==> config.mk <==
export PLATFORM = sky130hd
export DESIGN_NAME = tdrc_top
export DESIGN_NICKNAME = d
export VERILOG_FILES = /design/src/tdrc_pkg.sv /design/src/tdrc_cmd_if.sv /design/src/tdrc_top.sv /design/src/tdrc_reserve.sv
export VERILOG_INCLUDE_DIRS = /design/src
export SDC_FILE = /design/constraint.sdc
export NUM_CORES = 1
export LEC_CHECK = 0
export BUFFER_PORTS_ARGS = -buffer_cell sky130_fd_sc_hd__buf_2
export CELL_PAD_IN_SITES_DETAIL_PLACEMENT = 1
export CELL_PAD_IN_SITES_GLOBAL_PLACEMENT = 1
export CORE_ASPECT_RATIO = 1.4
export CORE_MARGIN = 3
export CORE_UTILIZATION = 25
export DETAILED_ROUTE_END_ITERATION = 7
export PLACE_DENSITY_LB_ADDON = 0.1
export SYNTH_ARGS = -nofsm -noshare
export SYNTH_HDL_FRONTEND = slang
export SYNTH_HIERARCHICAL = 1
export SYNTH_SLANG_ARGS = --single-unit
export TNS_END_PERCENT = 5
==> constraint.sdc <==
create_clock -name sys_clk -period 4 [get_ports sys_clk]
set_input_delay 0.8 -clock sys_clk [delete_from_list [all_inputs] [get_ports sys_clk]]
set_output_delay 0.8 -clock sys_clk [all_outputs]
set_load 0.005 [all_outputs]
==> src/tdrc_params.svh <==
// constants, field positions and codes for the tape density and reservation command block
// What this block does
// - read, write or nonzero density enters explicit mode
// - explicit read on other format: blank check
// - explicit unsupported cartridge write: check, write protect
// - high capacity write density 04h/05h: illegal request
// - mode report keeps old density until transfer
// - descriptor block count bytes read zero
// - descriptor block length reads 512 bytes
// - good mode select keeps mode until reset
// - parity error gives hardware error sense
// - mode select bad bit, code, position: illegal
// - cartridge change or reset: unit attention
// - reserve unit reserves for requester or delegate
// - owner reserve replaces reservation without error
// - owner release returns to unreserved state
// - bus device reset or reset clears reservation
// - excluded initiator gets reservation conflict
// - release and owner reserve exempt from conflict
// - reserve block six bytes, opcode 16h layout
// - byte 1 bit 4 is on behalf flag
// - delegate id bits 3:1 valid only with flag
// - foreign release ignored, still good status
`ifndef TDRC_PARAMS_SVH
`define TDRC_PARAMS_SVH
// ----------------------------------------------------------------------------
// register map, byte addresses
// ----------------------------------------------------------------------------
`define TDRC_ADDR_CTRL 12'h000
`define TDRC_ADDR_CMD 12'h004
`define TDRC_ADDR_CMD2 12'h008
`define TDRC_ADDR_STAT 12'h00C
`define TDRC_ADDR_RESULT 12'h010
`define TDRC_ADDR_DESC0 12'h014
`define TDRC_ADDR_DESC1 12'h018
// ----------------------------------------------------------------------------
// command codes and status values
// ----------------------------------------------------------------------------
`define TDRC_OP_RESERVE 8'h16
`define TDRC_OP_RELEASE 8'h17
`define TDRC_OP_MODESEL 8'h15
`define TDRC_OP_MODESENSE 8'h1A
`define TDRC_OP_READ 8'h08
`define TDRC_OP_WRITE 8'h0A
`define TDRC_ST_GOOD 8'h00
`define TDRC_ST_CHECK 8'h02
`define TDRC_ST_CONFLICT 8'h18
`define TDRC_SK_NONE 4'h0
`define TDRC_SK_HWERR 4'h4
`define TDRC_SK_ILLEGAL 4'h5
`define TDRC_SK_ATTN 4'h6
`define TDRC_SK_PROTECT 4'h7
`define TDRC_SK_BLANK 4'h8
`define TDRC_DEN_IMPLICIT 8'h00
`define TDRC_DEN_LOW_A 8'h04
`define TDRC_DEN_LOW_B 8'h05
`define TDRC_DEN_OLD_A 8'h0F
`define TDRC_DEN_OLD_B 8'h10
// ----------------------------------------------------------------------------
// field positions and fixed descriptor values
// ----------------------------------------------------------------------------
`define TDRC_B1_FLAG 4
`define TDRC_B1_ID_HI 3
`define TDRC_B1_ID_LO 1
`define TDRC_BLOCK_COUNT 24'h000000
`define TDRC_BLOCK_LEN 24'h000200
`define TDRC_CTRL_HICAP 0
`define TDRC_CTRL_BOT 1
`define TDRC_CTRL_CHANGE 2
`define TDRC_CTRL_BDR 3
`define TDRC_CTRL_PARITY 4
`define TDRC_CTRL_CART 5
`define TDRC_CTRL_FMT 6
`endif

==> src/tdrc_pkg.sv <==
// types shared by the tape density and reservation command block
package tdrc_pkg;
    // command sequencer states
    typedef enum logic [1:0] {
        TDRC_IDLE,
        TDRC_EXEC,
        TDRC_DONE
    } tdrc_state_t;
endpackage

==> src/tdrc_cmd_if.sv <==
// carrier between the command sequencer and the reservation keeper
`timescale 1ns/1ps
interface tdrc_cmd_if;
    logic go;         // one-cycle command strobe
    logic [2:0] init_id; // initiator of the command
    logic [7:0] opcode;  // command operation code
    logic [7:0] byte1;   // command byte 1
    logic blocked;    // reservation conflict for this command
    logic reserved;   // reservation held
    logic [2:0] owner;   // reservation owner
    logic [2:0] target;  // initiator allowed to use the unit
    modport seq (output go, init_id, opcode, byte1, input blocked, reserved, owner, target);
    modport keep (input go, init_id, opcode, byte1, output blocked, reserved, owner, target);
endinterface

==> src/tdrc_top.sv <==
// command interpreter: density mode, descriptor, sense codes and reservation
//
// The APB register port and the register offsets were left to the implementer.
`timescale 1ns/1ps
`include "tdrc_params.svh"
module tdrc_top (
    // clock and reset
    input wire logic sys_clk,
    input wire logic reset_n,
    // apb slave
    input wire logic psel,
    input wire logic penable,
    input wire logic pwrite,
    input wire logic [11:0] paddr,
    input wire logic [31:0] pwdata,
    output logic [31:0] prdata,
    output logic pready,
    output logic pslverr,
    // drive condition
    output logic explicit_mode,
    output logic reserved
);
    logic rst_s1;
    logic rst_n_s;
    // ------------------------------------------------------------------------
    // reset release through two flops
    // ------------------------------------------------------------------------
    always_ff @(posedge sys_clk or negedge reset_n) begin
        if (!reset_n) begin
            rst_s1 <= 1'b0;
            rst_n_s <= 1'b0;
        end else begin
            rst_s1 <= 1'b1;
            rst_n_s <= rst_s1;
        end
    end
    // control bits written by firmware, and the owed unit attention flag
    logic hicap;        // higher capacity drive model
    logic at_bot;       // beginning_of_tape_position reached
    logic cart_ok;      // cartridge supports selected density
    logic fmt_match;    // tape format equals selected density
    logic bdr;          // bus device reset pulse
    logic parity_err;   // parity error seen for this command
    logic pending_attn; // unit attention owed
    // command registers
    logic [7:0] opcode;
    logic [7:0] byte1;
    logic [7:0] den_param;  // density from parameter list
    logic bad_field;        // invalid bit or buffered mode code
    logic [2:0] init_id;
    logic go;
    // results
    logic [7:0] status;
    logic [3:0] sense;
    logic busy;
    logic [7:0] den_sel;    // density in force
    logic [7:0] den_rep;    // density shown by mode sense
    tdrc_pkg::tdrc_state_t state;
    logic apb_wr;
    logic apb_rd;
    logic changed_ev;
    assign apb_wr = psel && penable && pwrite && pready;
    assign apb_rd = psel && penable && !pwrite;
    tdrc_cmd_if cif ();
    assign cif.init_id = init_id;
    assign cif.opcode = opcode;
    assign cif.byte1 = byte1;
    tdrc_reserve u_res (
        .clk(sys_clk),
        .rst_n(rst_n_s),
        .bus_reset(bdr),
        .c(cif)
    );
    // ------------------------------------------------------------------------
    // apb: one wait state, answer in the second access cycle
    // ------------------------------------------------------------------------
    always_ff @(posedge sys_clk or negedge rst_n_s) begin
        if (!rst_n_s) begin
            pready <= 1'b0;
        end else begin
            // pready pulses for one cycle of each access
            pready <= psel && penable && !pready;
        end
    end
    // control register and strobes
    always_ff @(posedge sys_clk or negedge rst_n_s) begin
        if (!rst_n_s) begin
            hicap <= 1'b0;
            at_bot <= 1'b1;
            cart_ok <= 1'b1;
            fmt_match <= 1'b1;
            bdr <= 1'b0;
            parity_err <= 1'b0;
            changed_ev <= 1'b0;
        end else begin
            bdr <= 1'b0;
            changed_ev <= 1'b0;
            if (apb_wr && paddr == `TDRC_ADDR_CTRL) begin
                hicap <= pwdata[`TDRC_CTRL_HICAP];
                at_bot <= pwdata[`TDRC_CTRL_BOT];
                changed_ev <= pwdata[`TDRC_CTRL_CHANGE];
                bdr <= pwdata[`TDRC_CTRL_BDR];
                parity_err <= pwdata[`TDRC_CTRL_PARITY];
                cart_ok <= pwdata[`TDRC_CTRL_CART];
                fmt_match <= pwdata[`TDRC_CTRL_FMT];
            end
        end
    end
    // command loading; writing the start word launches execution
    always_ff @(posedge sys_clk or negedge rst_n_s) begin
        if (!rst_n_s) begin
            opcode <= 8'h00;
            byte1 <= 8'h00;
            init_id <= 3'h0;
            den_param <= 8'h00;
            bad_field <= 1'b0;
            go <= 1'b0;
        end else begin
            go <= 1'b0;
            if (apb_wr && paddr == `TDRC_ADDR_CMD && !busy) begin
                opcode <= pwdata[7:0];
                byte1 <= pwdata[15:8];
                init_id <= pwdata[18:16];
                go <= 1'b1;
            end
            if (apb_wr && paddr == `TDRC_ADDR_CMD2) begin
                den_param <= pwdata[7:0];
                bad_field <= pwdata[8];
            end
        end
    end
    // ------------------------------------------------------------------------
    // command sequencer
    // ------------------------------------------------------------------------
    always_ff @(posedge sys_clk or negedge rst_n_s) begin
        if (!rst_n_s) begin
            state <= tdrc_pkg::TDRC_IDLE;
        end else begin
            case (state)
                tdrc_pkg::TDRC_IDLE: begin
                    if (go) begin
                        state <= tdrc_pkg::TDRC_EXEC;
                    end
                end
                tdrc_pkg::TDRC_EXEC: begin
                    state <= tdrc_pkg::TDRC_DONE;
                end
                tdrc_pkg::TDRC_DONE: begin
                    state <= tdrc_pkg::TDRC_IDLE;
                end
                default: begin
                    state <= tdrc_pkg::TDRC_IDLE;
                end
            endcase
        end
    end
    assign busy = (state != tdrc_pkg::TDRC_IDLE) || go;
    logic is_rd;
    logic is_wr;
    logic is_ms;
    logic den_legal;
    assign is_rd = (opcode == `TDRC_OP_READ);
    assign is_wr = (opcode == `TDRC_OP_WRITE);
    assign is_ms = (opcode == `TDRC_OP_MODESEL);
    // legal density codes for mode select
    assign den_legal = (den_param == `TDRC_DEN_IMPLICIT) || (den_param == `TDRC_DEN_LOW_A) ||
        (den_param == `TDRC_DEN_LOW_B) || (den_param == `TDRC_DEN_OLD_A) ||
        (den_param == `TDRC_DEN_OLD_B);
    // unit attention: event set wins over the clear of reporting it
    always_ff @(posedge sys_clk or negedge rst_n_s) begin
        if (!rst_n_s) begin
            pending_attn <= 1'b1;
        end else if (changed_ev || bdr) begin
            pending_attn <= 1'b1;
        end else if (state == tdrc_pkg::TDRC_EXEC && !cif.blocked && !parity_err) begin
            pending_attn <= 1'b0;
        end
    end
    // ------------------------------------------------------------------------
    // status and sense selection, by priority
    // ------------------------------------------------------------------------
    logic [7:0] next_status;
    logic [3:0] next_sense;
    always_comb begin
        next_status = `TDRC_ST_GOOD;
        next_sense = `TDRC_SK_NONE;
        if (cif.blocked) begin
            next_status = `TDRC_ST_CONFLICT;
        end else if (parity_err) begin
            next_status = `TDRC_ST_CHECK;
            next_sense = `TDRC_SK_HWERR;
        end else if (pending_attn) begin
            next_status = `TDRC_ST_CHECK;
            next_sense = `TDRC_SK_ATTN;
        end else if (is_ms && (bad_field || !den_legal || !at_bot)) begin
            next_status = `TDRC_ST_CHECK;
            next_sense = `TDRC_SK_ILLEGAL;
        end else if (is_wr && hicap && explicit_mode &&
                (den_sel == `TDRC_DEN_LOW_A || den_sel == `TDRC_DEN_LOW_B)) begin
            next_status = `TDRC_ST_CHECK;
            next_sense = `TDRC_SK_ILLEGAL;
        end else if (is_wr && explicit_mode && !cart_ok) begin
            next_status = `TDRC_ST_CHECK;
            next_sense = `TDRC_SK_PROTECT;
        end else if (is_rd && explicit_mode && !fmt_match) begin
            next_status = `TDRC_ST_CHECK;
            next_sense = `TDRC_SK_BLANK;
        end
    end
    always_ff @(posedge sys_clk or negedge rst_n_s) begin
        if (!rst_n_s) begin
            status <= `TDRC_ST_GOOD;
            sense <= `TDRC_SK_NONE;
        end else if (state == tdrc_pkg::TDRC_EXEC) begin
            status <= next_status;
            sense <= next_sense;
        end
    end
    // ------------------------------------------------------------------------
    // density mode and reported density
    // ------------------------------------------------------------------------
    logic ok_exec;
    assign ok_exec = (state == tdrc_pkg::TDRC_EXEC) && (next_status == `TDRC_ST_GOOD);
    // a command refused with check condition must not touch the reservation
    assign cif.go = ok_exec;
    always_ff @(posedge sys_clk or negedge rst_n_s) begin
        if (!rst_n_s) begin
            explicit_mode <= 1'b0;
            den_sel <= `TDRC_DEN_IMPLICIT;
            den_rep <= `TDRC_DEN_IMPLICIT;
        end else if (bdr) begin
            // a reset ends the selected mode
            explicit_mode <= 1'b0;
            den_sel <= `TDRC_DEN_IMPLICIT;
            den_rep <= `TDRC_DEN_IMPLICIT;
        end else if (ok_exec) begin
            if (is_ms) begin
                // good mode select moves no media, explicit mode held until a reset
                den_sel <= den_param;
                if (den_param != `TDRC_DEN_IMPLICIT) begin
                    explicit_mode <= 1'b1;
                end
            end else if (is_rd || is_wr) begin
                explicit_mode <= 1'b1;
                // sense catches up only once a transfer completes
                den_rep <= den_sel;
            end
        end
    end
    assign reserved = cif.reserved;
    // ------------------------------------------------------------------------
    // read data register
    // ------------------------------------------------------------------------
    always_ff @(posedge sys_clk or negedge rst_n_s) begin
        if (!rst_n_s) begin
            prdata <= 32'h00000000;
            pslverr <= 1'b0;
        end else begin
            pslverr <= 1'b0;
            if (apb_rd && !pready) begin
                case (paddr)
                    `TDRC_ADDR_CTRL: prdata <= {25'h0, fmt_match, cart_ok, parity_err, 2'h0,
                        at_bot, hicap};
                    `TDRC_ADDR_CMD: prdata <= {13'h0, init_id, byte1, opcode};
                    `TDRC_ADDR_CMD2: prdata <= {23'h0, bad_field, den_param};
                    `TDRC_ADDR_STAT: prdata <= {22'h0, cif.target, cif.owner, cif.reserved,
                        pending_attn, explicit_mode, busy};
                    `TDRC_ADDR_RESULT: prdata <= {20'h0, sense, status};
                    // descriptor: density, zero block count
                    `TDRC_ADDR_DESC0: prdata <= {`TDRC_BLOCK_COUNT, den_rep};
                    // descriptor: 512 byte fixed length
                    `TDRC_ADDR_DESC1: prdata <= {8'h00, `TDRC_BLOCK_LEN};
                    default: begin
                        prdata <= 32'h00000000;
                        pslverr <= 1'b1;
                    end
                endcase
            end
        end
    end
endmodule

==> src/tdrc_reserve.sv <==
// reservation keeper: owner, delegate and conflict decision
`timescale 1ns/1ps
`include "tdrc_params.svh"
module tdrc_reserve (
    // clock and reset
    input wire logic clk,
    input wire logic rst_n,
    input wire logic bus_reset,
    // command carrier
    tdrc_cmd_if.keep c
);
    logic held;          // reservation present
    logic [2:0] owner_id;   // initiator that reserved
    logic [2:0] target_id;  // initiator in control
    logic is_res;
    logic is_rel;
    logic from_owner;
    logic flag;
    assign is_res = (c.opcode == `TDRC_OP_RESERVE);
    assign is_rel = (c.opcode == `TDRC_OP_RELEASE);
    assign from_owner = (c.init_id == owner_id);
    assign flag = c.byte1[`TDRC_B1_FLAG];
    // conflict decision, combinational so the sequencer sees it with go
    always_comb begin
        c.blocked = 1'b0;
        // excluded initiators are refused, release and owner reserve pass
        if (held && (c.init_id != target_id) && !is_rel && !(is_res && from_owner)) begin
            c.blocked = 1'b1;
        end
    end
    // ------------------------------------------------------------------------
    // reservation state
    // ------------------------------------------------------------------------
    always_ff @(posedge clk or negedge rst_n) begin
        if (!rst_n) begin
            held <= 1'b0;
            owner_id <= 3'h0;
            target_id <= 3'h0;
        end else if (bus_reset) begin
            // bus device reset from any initiator drops everything
            held <= 1'b0;
            owner_id <= 3'h0;
            target_id <= 3'h0;
        end else if (c.go && !c.blocked) begin
            if (is_res) begin
                // new or replacing reservation, never an error
                held <= 1'b1;
                owner_id <= c.init_id;
                // delegate id only counts with the flag set
                target_id <= flag ? c.byte1[`TDRC_B1_ID_HI:`TDRC_B1_ID_LO] : c.init_id;
            end else if (is_rel && held && from_owner) begin
                // a foreign release changes nothing
                held <= 1'b0;
                owner_id <= 3'h0;
                target_id <= 3'h0;
            end
        end
    end
    assign c.reserved = held;
    assign c.owner = owner_id;
    assign c.target = target_id;
endmodule

==> results of run 1 <==
through the flow:
| step | cell area [um^2] | hold WS [ns] | cells |
|---|---|---|---|
| 3_5_place_dp | 5150 | 0.342 | 697 |
| 2_1_floorplan | 4690 | 0.331 | 422 |
| 6_report | 5460 | 0.224 | 713 |
| 4_1_cts | 5460 | 0.208 | 713 |
| 3_3_place_gp | 5150 | 0.339 | 697 |
| 5_1_grt | 5460 | 0.204 | 713 |
state kept, by name, summed over array words and instances, names as in the netlist, 2 cells and up:
register and cells:
cif.init_id 3, u_res/c.target 3, byte1 8, status 2, sense 4, state 2
u_res/c.owner 3, den_sel 8, prdata 19, den_param 8, cif.opcode 8, den_rep 8
worst paths after layout:
path	endpoint	startpoint	cells after the start	slack, ns
setup / recovery	den_rep[6]	cif.init_id[0]	8	1.21
hold / removal	rst_n_s	reset_n	1	0.22
setup reg to reg	den_rep[6]	cif.init_id[0]	8	1.21
hold reg to reg	rst_n_s	rst_s1	0	0.36
max in group asynchronous	pending_attn	rst_n_s	1	2.59
min in group sys_clk	rst_n_s	rst_s1	0	0.36
layer usage:
metal / track usage (%) / vias up / part of all wire (%)
met2: 25.2 / 65 / 51
li1: - / 1581 / -
met1: 17.3 / 1691 / 43
met4: 5.17 / 0 / 2.4
met5: 0 / - / 0
met3: 2.43 / 15 / 3.4
area by class of cell:
type	count	area, um^2
clock buffers	10	239
clock inverters	6	68.8
fillers	2036	12600
inverters	4	20.0
multi-input cells	299	2200
flip-flops and latches	92	2310
well taps	240	300
repair buffers	62	320
power by group:
| group | internal, mW | switching (mW) | total [mW] |
|---|---|---|---|
| registers | 0.945 | 0.0200 | 0.965 |
| clock network | 0.508 | 0.389 | 0.897 |
| logic | 0.0388 | 0.0579 | 0.0967 |
| total | 1.49 | 0.466 | 1.96 |
cell families (layout without fill, tap and decap cells):
family,count (synthesis),count (layout),share of synthesized area (%)
and+or+nand+nor,152,152,20.6
DFF,92,92,49.7
muxes,66,66,15.4
AOI/OAI and AO/OA,61,61,9.06
buffers and inverters,31,82,3.99
xor gates and xnor gates,6,6,1.13
other,2,14,0.162
cell usage after synthesis (2+ instances only):
master / instances
a21oi_1: 3
a221oi_1: 3
a22o_1: 3
a22oi_1: 2
a31oi_1: 5
and2_1: 5
and3_1: 2
buf_1: 2
buf_2: 3
buf_4: 14
clkbuf_1: 7
conb_1: 2
dfrtp_1: 88
dfstp_2: 4
inv_1: 3
mux2_1: 10
mux2_2: 32
mux2i_1: 24
nand2_1: 39
nand2b_1: 3
nand3_1: 6
nand3b_1: 2
nand4_1: 6
nand4b_1: 9
nor2_1: 39
nor2_4: 2
nor2b_1: 4
nor3_1: 7
nor3b_1: 2
nor4_1: 2
nor4b_2: 2
o2111ai_1: 2
o21ai_0: 17
o21ai_1: 7
o22ai_1: 4
o31ai_1: 3
or4_1: 2
xor2_1: 6
==> reports/metrics.yaml, run 1 <==
syn_to_final_growth_pct: 17.6
nets: 517
maxCapViolCount: 0
worst-endpoint-arrival_ns: 2.99
crit_path_end_kind: "flip-flop"
ant_nets: 0
syn-cell-area_um2: 4640
grt_pass1_wl_um: 21900
final_util_pct: 30.2
grt_max_degree: 66
finalSetupViolCount: 0
layout_setup_ws_ns: 1.21
drive_above_1_share_pct: 29.4
ys.flop_type: "dfrtp_1"
antenna_cells: 0
vias: 3352
clkLatencyLatePin_ns: 0.34
layout_common_cells: "dfrtp_1 (87), buf_2 (58), nand2_1 (39), nor2_1 (39), mux2_2 (32)"
crit_path_frequent_cell: "nor2_1"
synth.avg_cell_area_um2: 11.3
max_slew_margin_pct: 38.8
async_reset_ff_share_pct: 100
rsz0062_at_grt: "false"
final_common_cell: "dfrtp_1"
num_io_pins: 85
post_cts_resized: 0
max_slew.worst_pin.slew_ns: 0.918
num_rows: 58
ys_warn_count: 6
numCtsBuffers: 9
track_usage_pct: 14.3
route.detailed.drc: 0
worstPathCellList: "xor2_1 > nor3_1 > o21a_1 > nor2_1 > nand3b_4 > a2111oi_4 > mux2i_1 > nor2_1"
cts_sinks: 92
yosysTopAreaCellShare_pct: 47.4
hp-class: "in -> async"
start_kind: "flip-flop"
first_global_vias: 3581
ir_drop_mv: 0.209
p_leak_nw: 2.56
fp.dieH_um: 167
fp.dieW_um: 121
grt_overflow: 0
worstPathMaxFanout: 8
wl_per_cell_um: 19.9
cp_num_buf_inv: 0
pre_cts_ws_ns: 1.06
max_stage_delay_ns: 0.78
initial_utilization_pct: 25.7
p_per_area_nw_per_um2: 359
die-area_um2: 20300
routabilityCongestion: 0.758
cts_tree: "built"
ys_seq_area_share_pct: 49.7
skew_ns: 0.0124
period_share_pct: 69.8
hold_viol: 0
clk_path_buf_depth: 2
required_ns: 4.19
worst_path_max_delay_cell: "a2111oi_4"
ys_top_cells_by_area: "dfrtp_1 (47%), mux2_2 (7.8%), mux2i_1 (5.2%)"
synth_cell_types: 72
period_needed_ns: 2.79
port-buffer-count: 58
setup_tns_ns: 0
cts_max_level: 3
hpwl_um: 10700
path_delay_family: "compound AO/OA/AOI/OAI gates"
slew_viol_final: 0
cts_setup_buffers: 0
ys_ff_latch: 92
p_total_mw: 1.96
synth_cells: 410
cts-root-buf: "clkbuf_16"
antenna_found_initial: 0
via_per_inst: 4.70
ctsHoldBuffers: 0
core_um2: 18100
wl_um: 14200
yosysTopAreaCell: "dfrtp_1"
max_freq_mhz: 358
run_status: "finished, final reports clean"
worst-setup-path-type: "reg -> reg"
drt-pass1-iter-count: 4
clk_pin_slew_ns: 0.08
drt_iter0_drc: 66
synth-edff-count: 0
Power figures use the tool's default switching activity.
==> run 2: changes to the inputs <==
==> constraint.sdc (replaced) <==
create_clock -name sys_clk -period 2.45 [get_ports sys_clk]
set_input_delay 0.49 -clock sys_clk [delete_from_list [all_inputs] [get_ports sys_clk]]
set_output_delay 0.49 -clock sys_clk [all_outputs]
set_load 0.005 [all_outputs]
==> run 2 against run 1 <==
  * Clock skew up 0.0015 ns
  * Combinational power is 78% higher
  * Worst hold slack gained 0.12 ns
  * Count of clock-buffer cells in the layout is 1 higher
  * Final area increased by 7.2%
  * Critical endpoint is now den_rep[2]
  * Highest routed layer unchanged
==> reports/metrics.yaml, run 2 (same netlist as run 1, synthesis figures left out) <==
run_status: "finished, final reports clean"
r2r_cells: 8
ant_nets: 0
antenna_found_initial: 0
p_leak_nw: 2.79
finalSetupViolCount: 0
syn_to_final_growth_pct: 26.1
drive_above_1_share_pct: 35.5
cts_sinks: 92
whs_endpoint: "byte1[1]"
layout_common_cells: "dfrtp_1 (87), buf_2 (58), buf_4 (41), nand2_1 (39), nor2_1 (39)"
layout_setup_ws_ns: 0.106
track_usage_pct: 14.8
initial_utilization_pct: 25.7
grt_overflow: 0
worstPathMaxFanout: 8
p_total_mw: 3.15
cts-root-buf: "clkbuf_16"
hold_slack_ns: 0.343
grt_max_degree: 57
hp-class: "in -> reg"
worst-setup-path-type: "reg -> reg"
nFillCells: 2019
max_slew.worst_pin.slew_ns: 0.793
die-area_um2: 20300
period_share_pct: 95.7
regToRegEndpoint: "den_rep[2]"
core_um2: 18100
clk_pin_slew_ns: 0.08
final_common_cell: "dfrtp_1"
drt-pass1-iter-count: 4
wl_per_cell_um: 19.1
rsz0062_at_grt: "true"
start_kind: "flip-flop"
grt_pass1_wl_um: 22800
first_global_vias: 3747
hpwl_um: 11200
skew_ns: 0.0139
slew_viol_final: 0
fp.dieW_um: 121
worst-endpoint-arrival_ns: 2.56
routabilityCongestion: 0.797
maxCapViolCount: 0
numCtsBuffers: 9
num_io_pins: 85
p_per_area_nw_per_um2: 538
cts_max_level: 3
antenna_cells: 0
pre_cts_ws_ns: 0.0239
route.detailed.drc: 0
timing.rr.start: "cif.init_id[1]"
cts_tree: "built"
r2r_slack_ns: 0.11
port-buffer-count: 58
required_ns: 2.67
num_rows: 58
largest_reg_flops: 19
via_per_inst: 4.69
nets: 560
hold_viol: 0
max_freq_mhz: 427
min_from: "pwdata[9]"
period_needed_ns: 2.34
clkLatencyLatePin_ns: 0.36
crit_path_end_kind: "flip-flop"
ir_drop_mv: 0.262
vias: 3542
max_slew_margin_pct: 47.2
clk_path_buf_depth: 2
setup_tns_ns: 0
largest-register: "prdata"
hold_path_depth: 2
fp.dieH_um: 167
drt_iter0_drc: 89
wl_um: 14400
-- run 2: changes by cell type in the layout (fill, tap and decap cells not counted), sizes merged --
cell,previous run,this run
buf,62,104
clkinv,2,5
inv,6,4
bufinv,1,0
clkbuf,10,11
clkinvlp,1,0
dlygate4sd3,0,1
-- run 2: worst max-delay path, cell delays in order, from the launching register on --
cell       delay (ns)
dfrtp_1          0.44
xor2_1           0.19
o31ai_2          0.34
nor2_1           0.17
nand3b_4         0.22
a2111oi_4        0.41
buf_12           0.18
mux2i_1          0.18
nor2_1           0.06
-- run 2: stage by stage --
stage	cells	instance area [um^2]	utilization, %
after global placement	739	5530	30.6
after CTS	756	5850	32.4
after detailed placement	739	5530	30.6
after global routing	756	5850	32.4
final	756	5850	32.4
after floorplan	422	4690	-
-- run 2: area by class of cell --
cell class	instances	area [um^2]	area share, %
clock buffers	11	253	4.32
multi-input cells	299	2220	37.9
flip-flops and latches	92	2310	39.5
well taps	240	300	5.13
repair buffers	105	708	12.1
inverters	4	20.0	0.342
clock inverters	5	43.8	0.748
-- run 2: per-layer routing --
metal  part of all wire [%]  routed length (um)  global-route usage, %  vias up
met3                    3.1                 440                   2.36       13
met4                    1.8                 253                   4.78        0
met2                     51                7410                   25.2       69
met1                     44                6320                   19.1     1787
li1                       -                   -                      -     1673
met5                      0                   0                      0        -
-- run 2: timing repair --
item / CTS / global route
endpoints found under the setup margin: 2 / 8
hold endpoints to repair: 2 / 0
gates cloned: 0 / 0
pin swaps: 0 / 1
resized for setup: 2 / 1
hold buffers: 1 / 0
setup buffers: 0 / 0
-- run 2: worst max path at each step --
stage / from / to / slack, ns / depth (start not counted)
2_1_floorplan: cif.opcode[6] / den_rep[0] / 0.06 / 8
3_3_place_gp: cif.init_id[1] / u_res/c.owner[0] / 0.07 / 9
3_5_place_dp: cif.init_id[1] / u_res/c.owner[2] / 0.02 / 9
4_1_cts: cif.init_id[0] / u_res/c.owner[2] / 0.07 / 8
5_1_grt: cif.init_id[0] / den_rep[2] / -0.005 / 9
6_report: cif.init_id[1] / den_rep[2] / 0.11 / 8
-- run 2: where the power goes --
group          leakage, nW  switching [mW]  internal, mW
registers             1.24          0.0314          1.54
logic                 1.40          0.0995        0.0725
clock network        0.146           0.648         0.755
total                 2.79           0.779          2.37
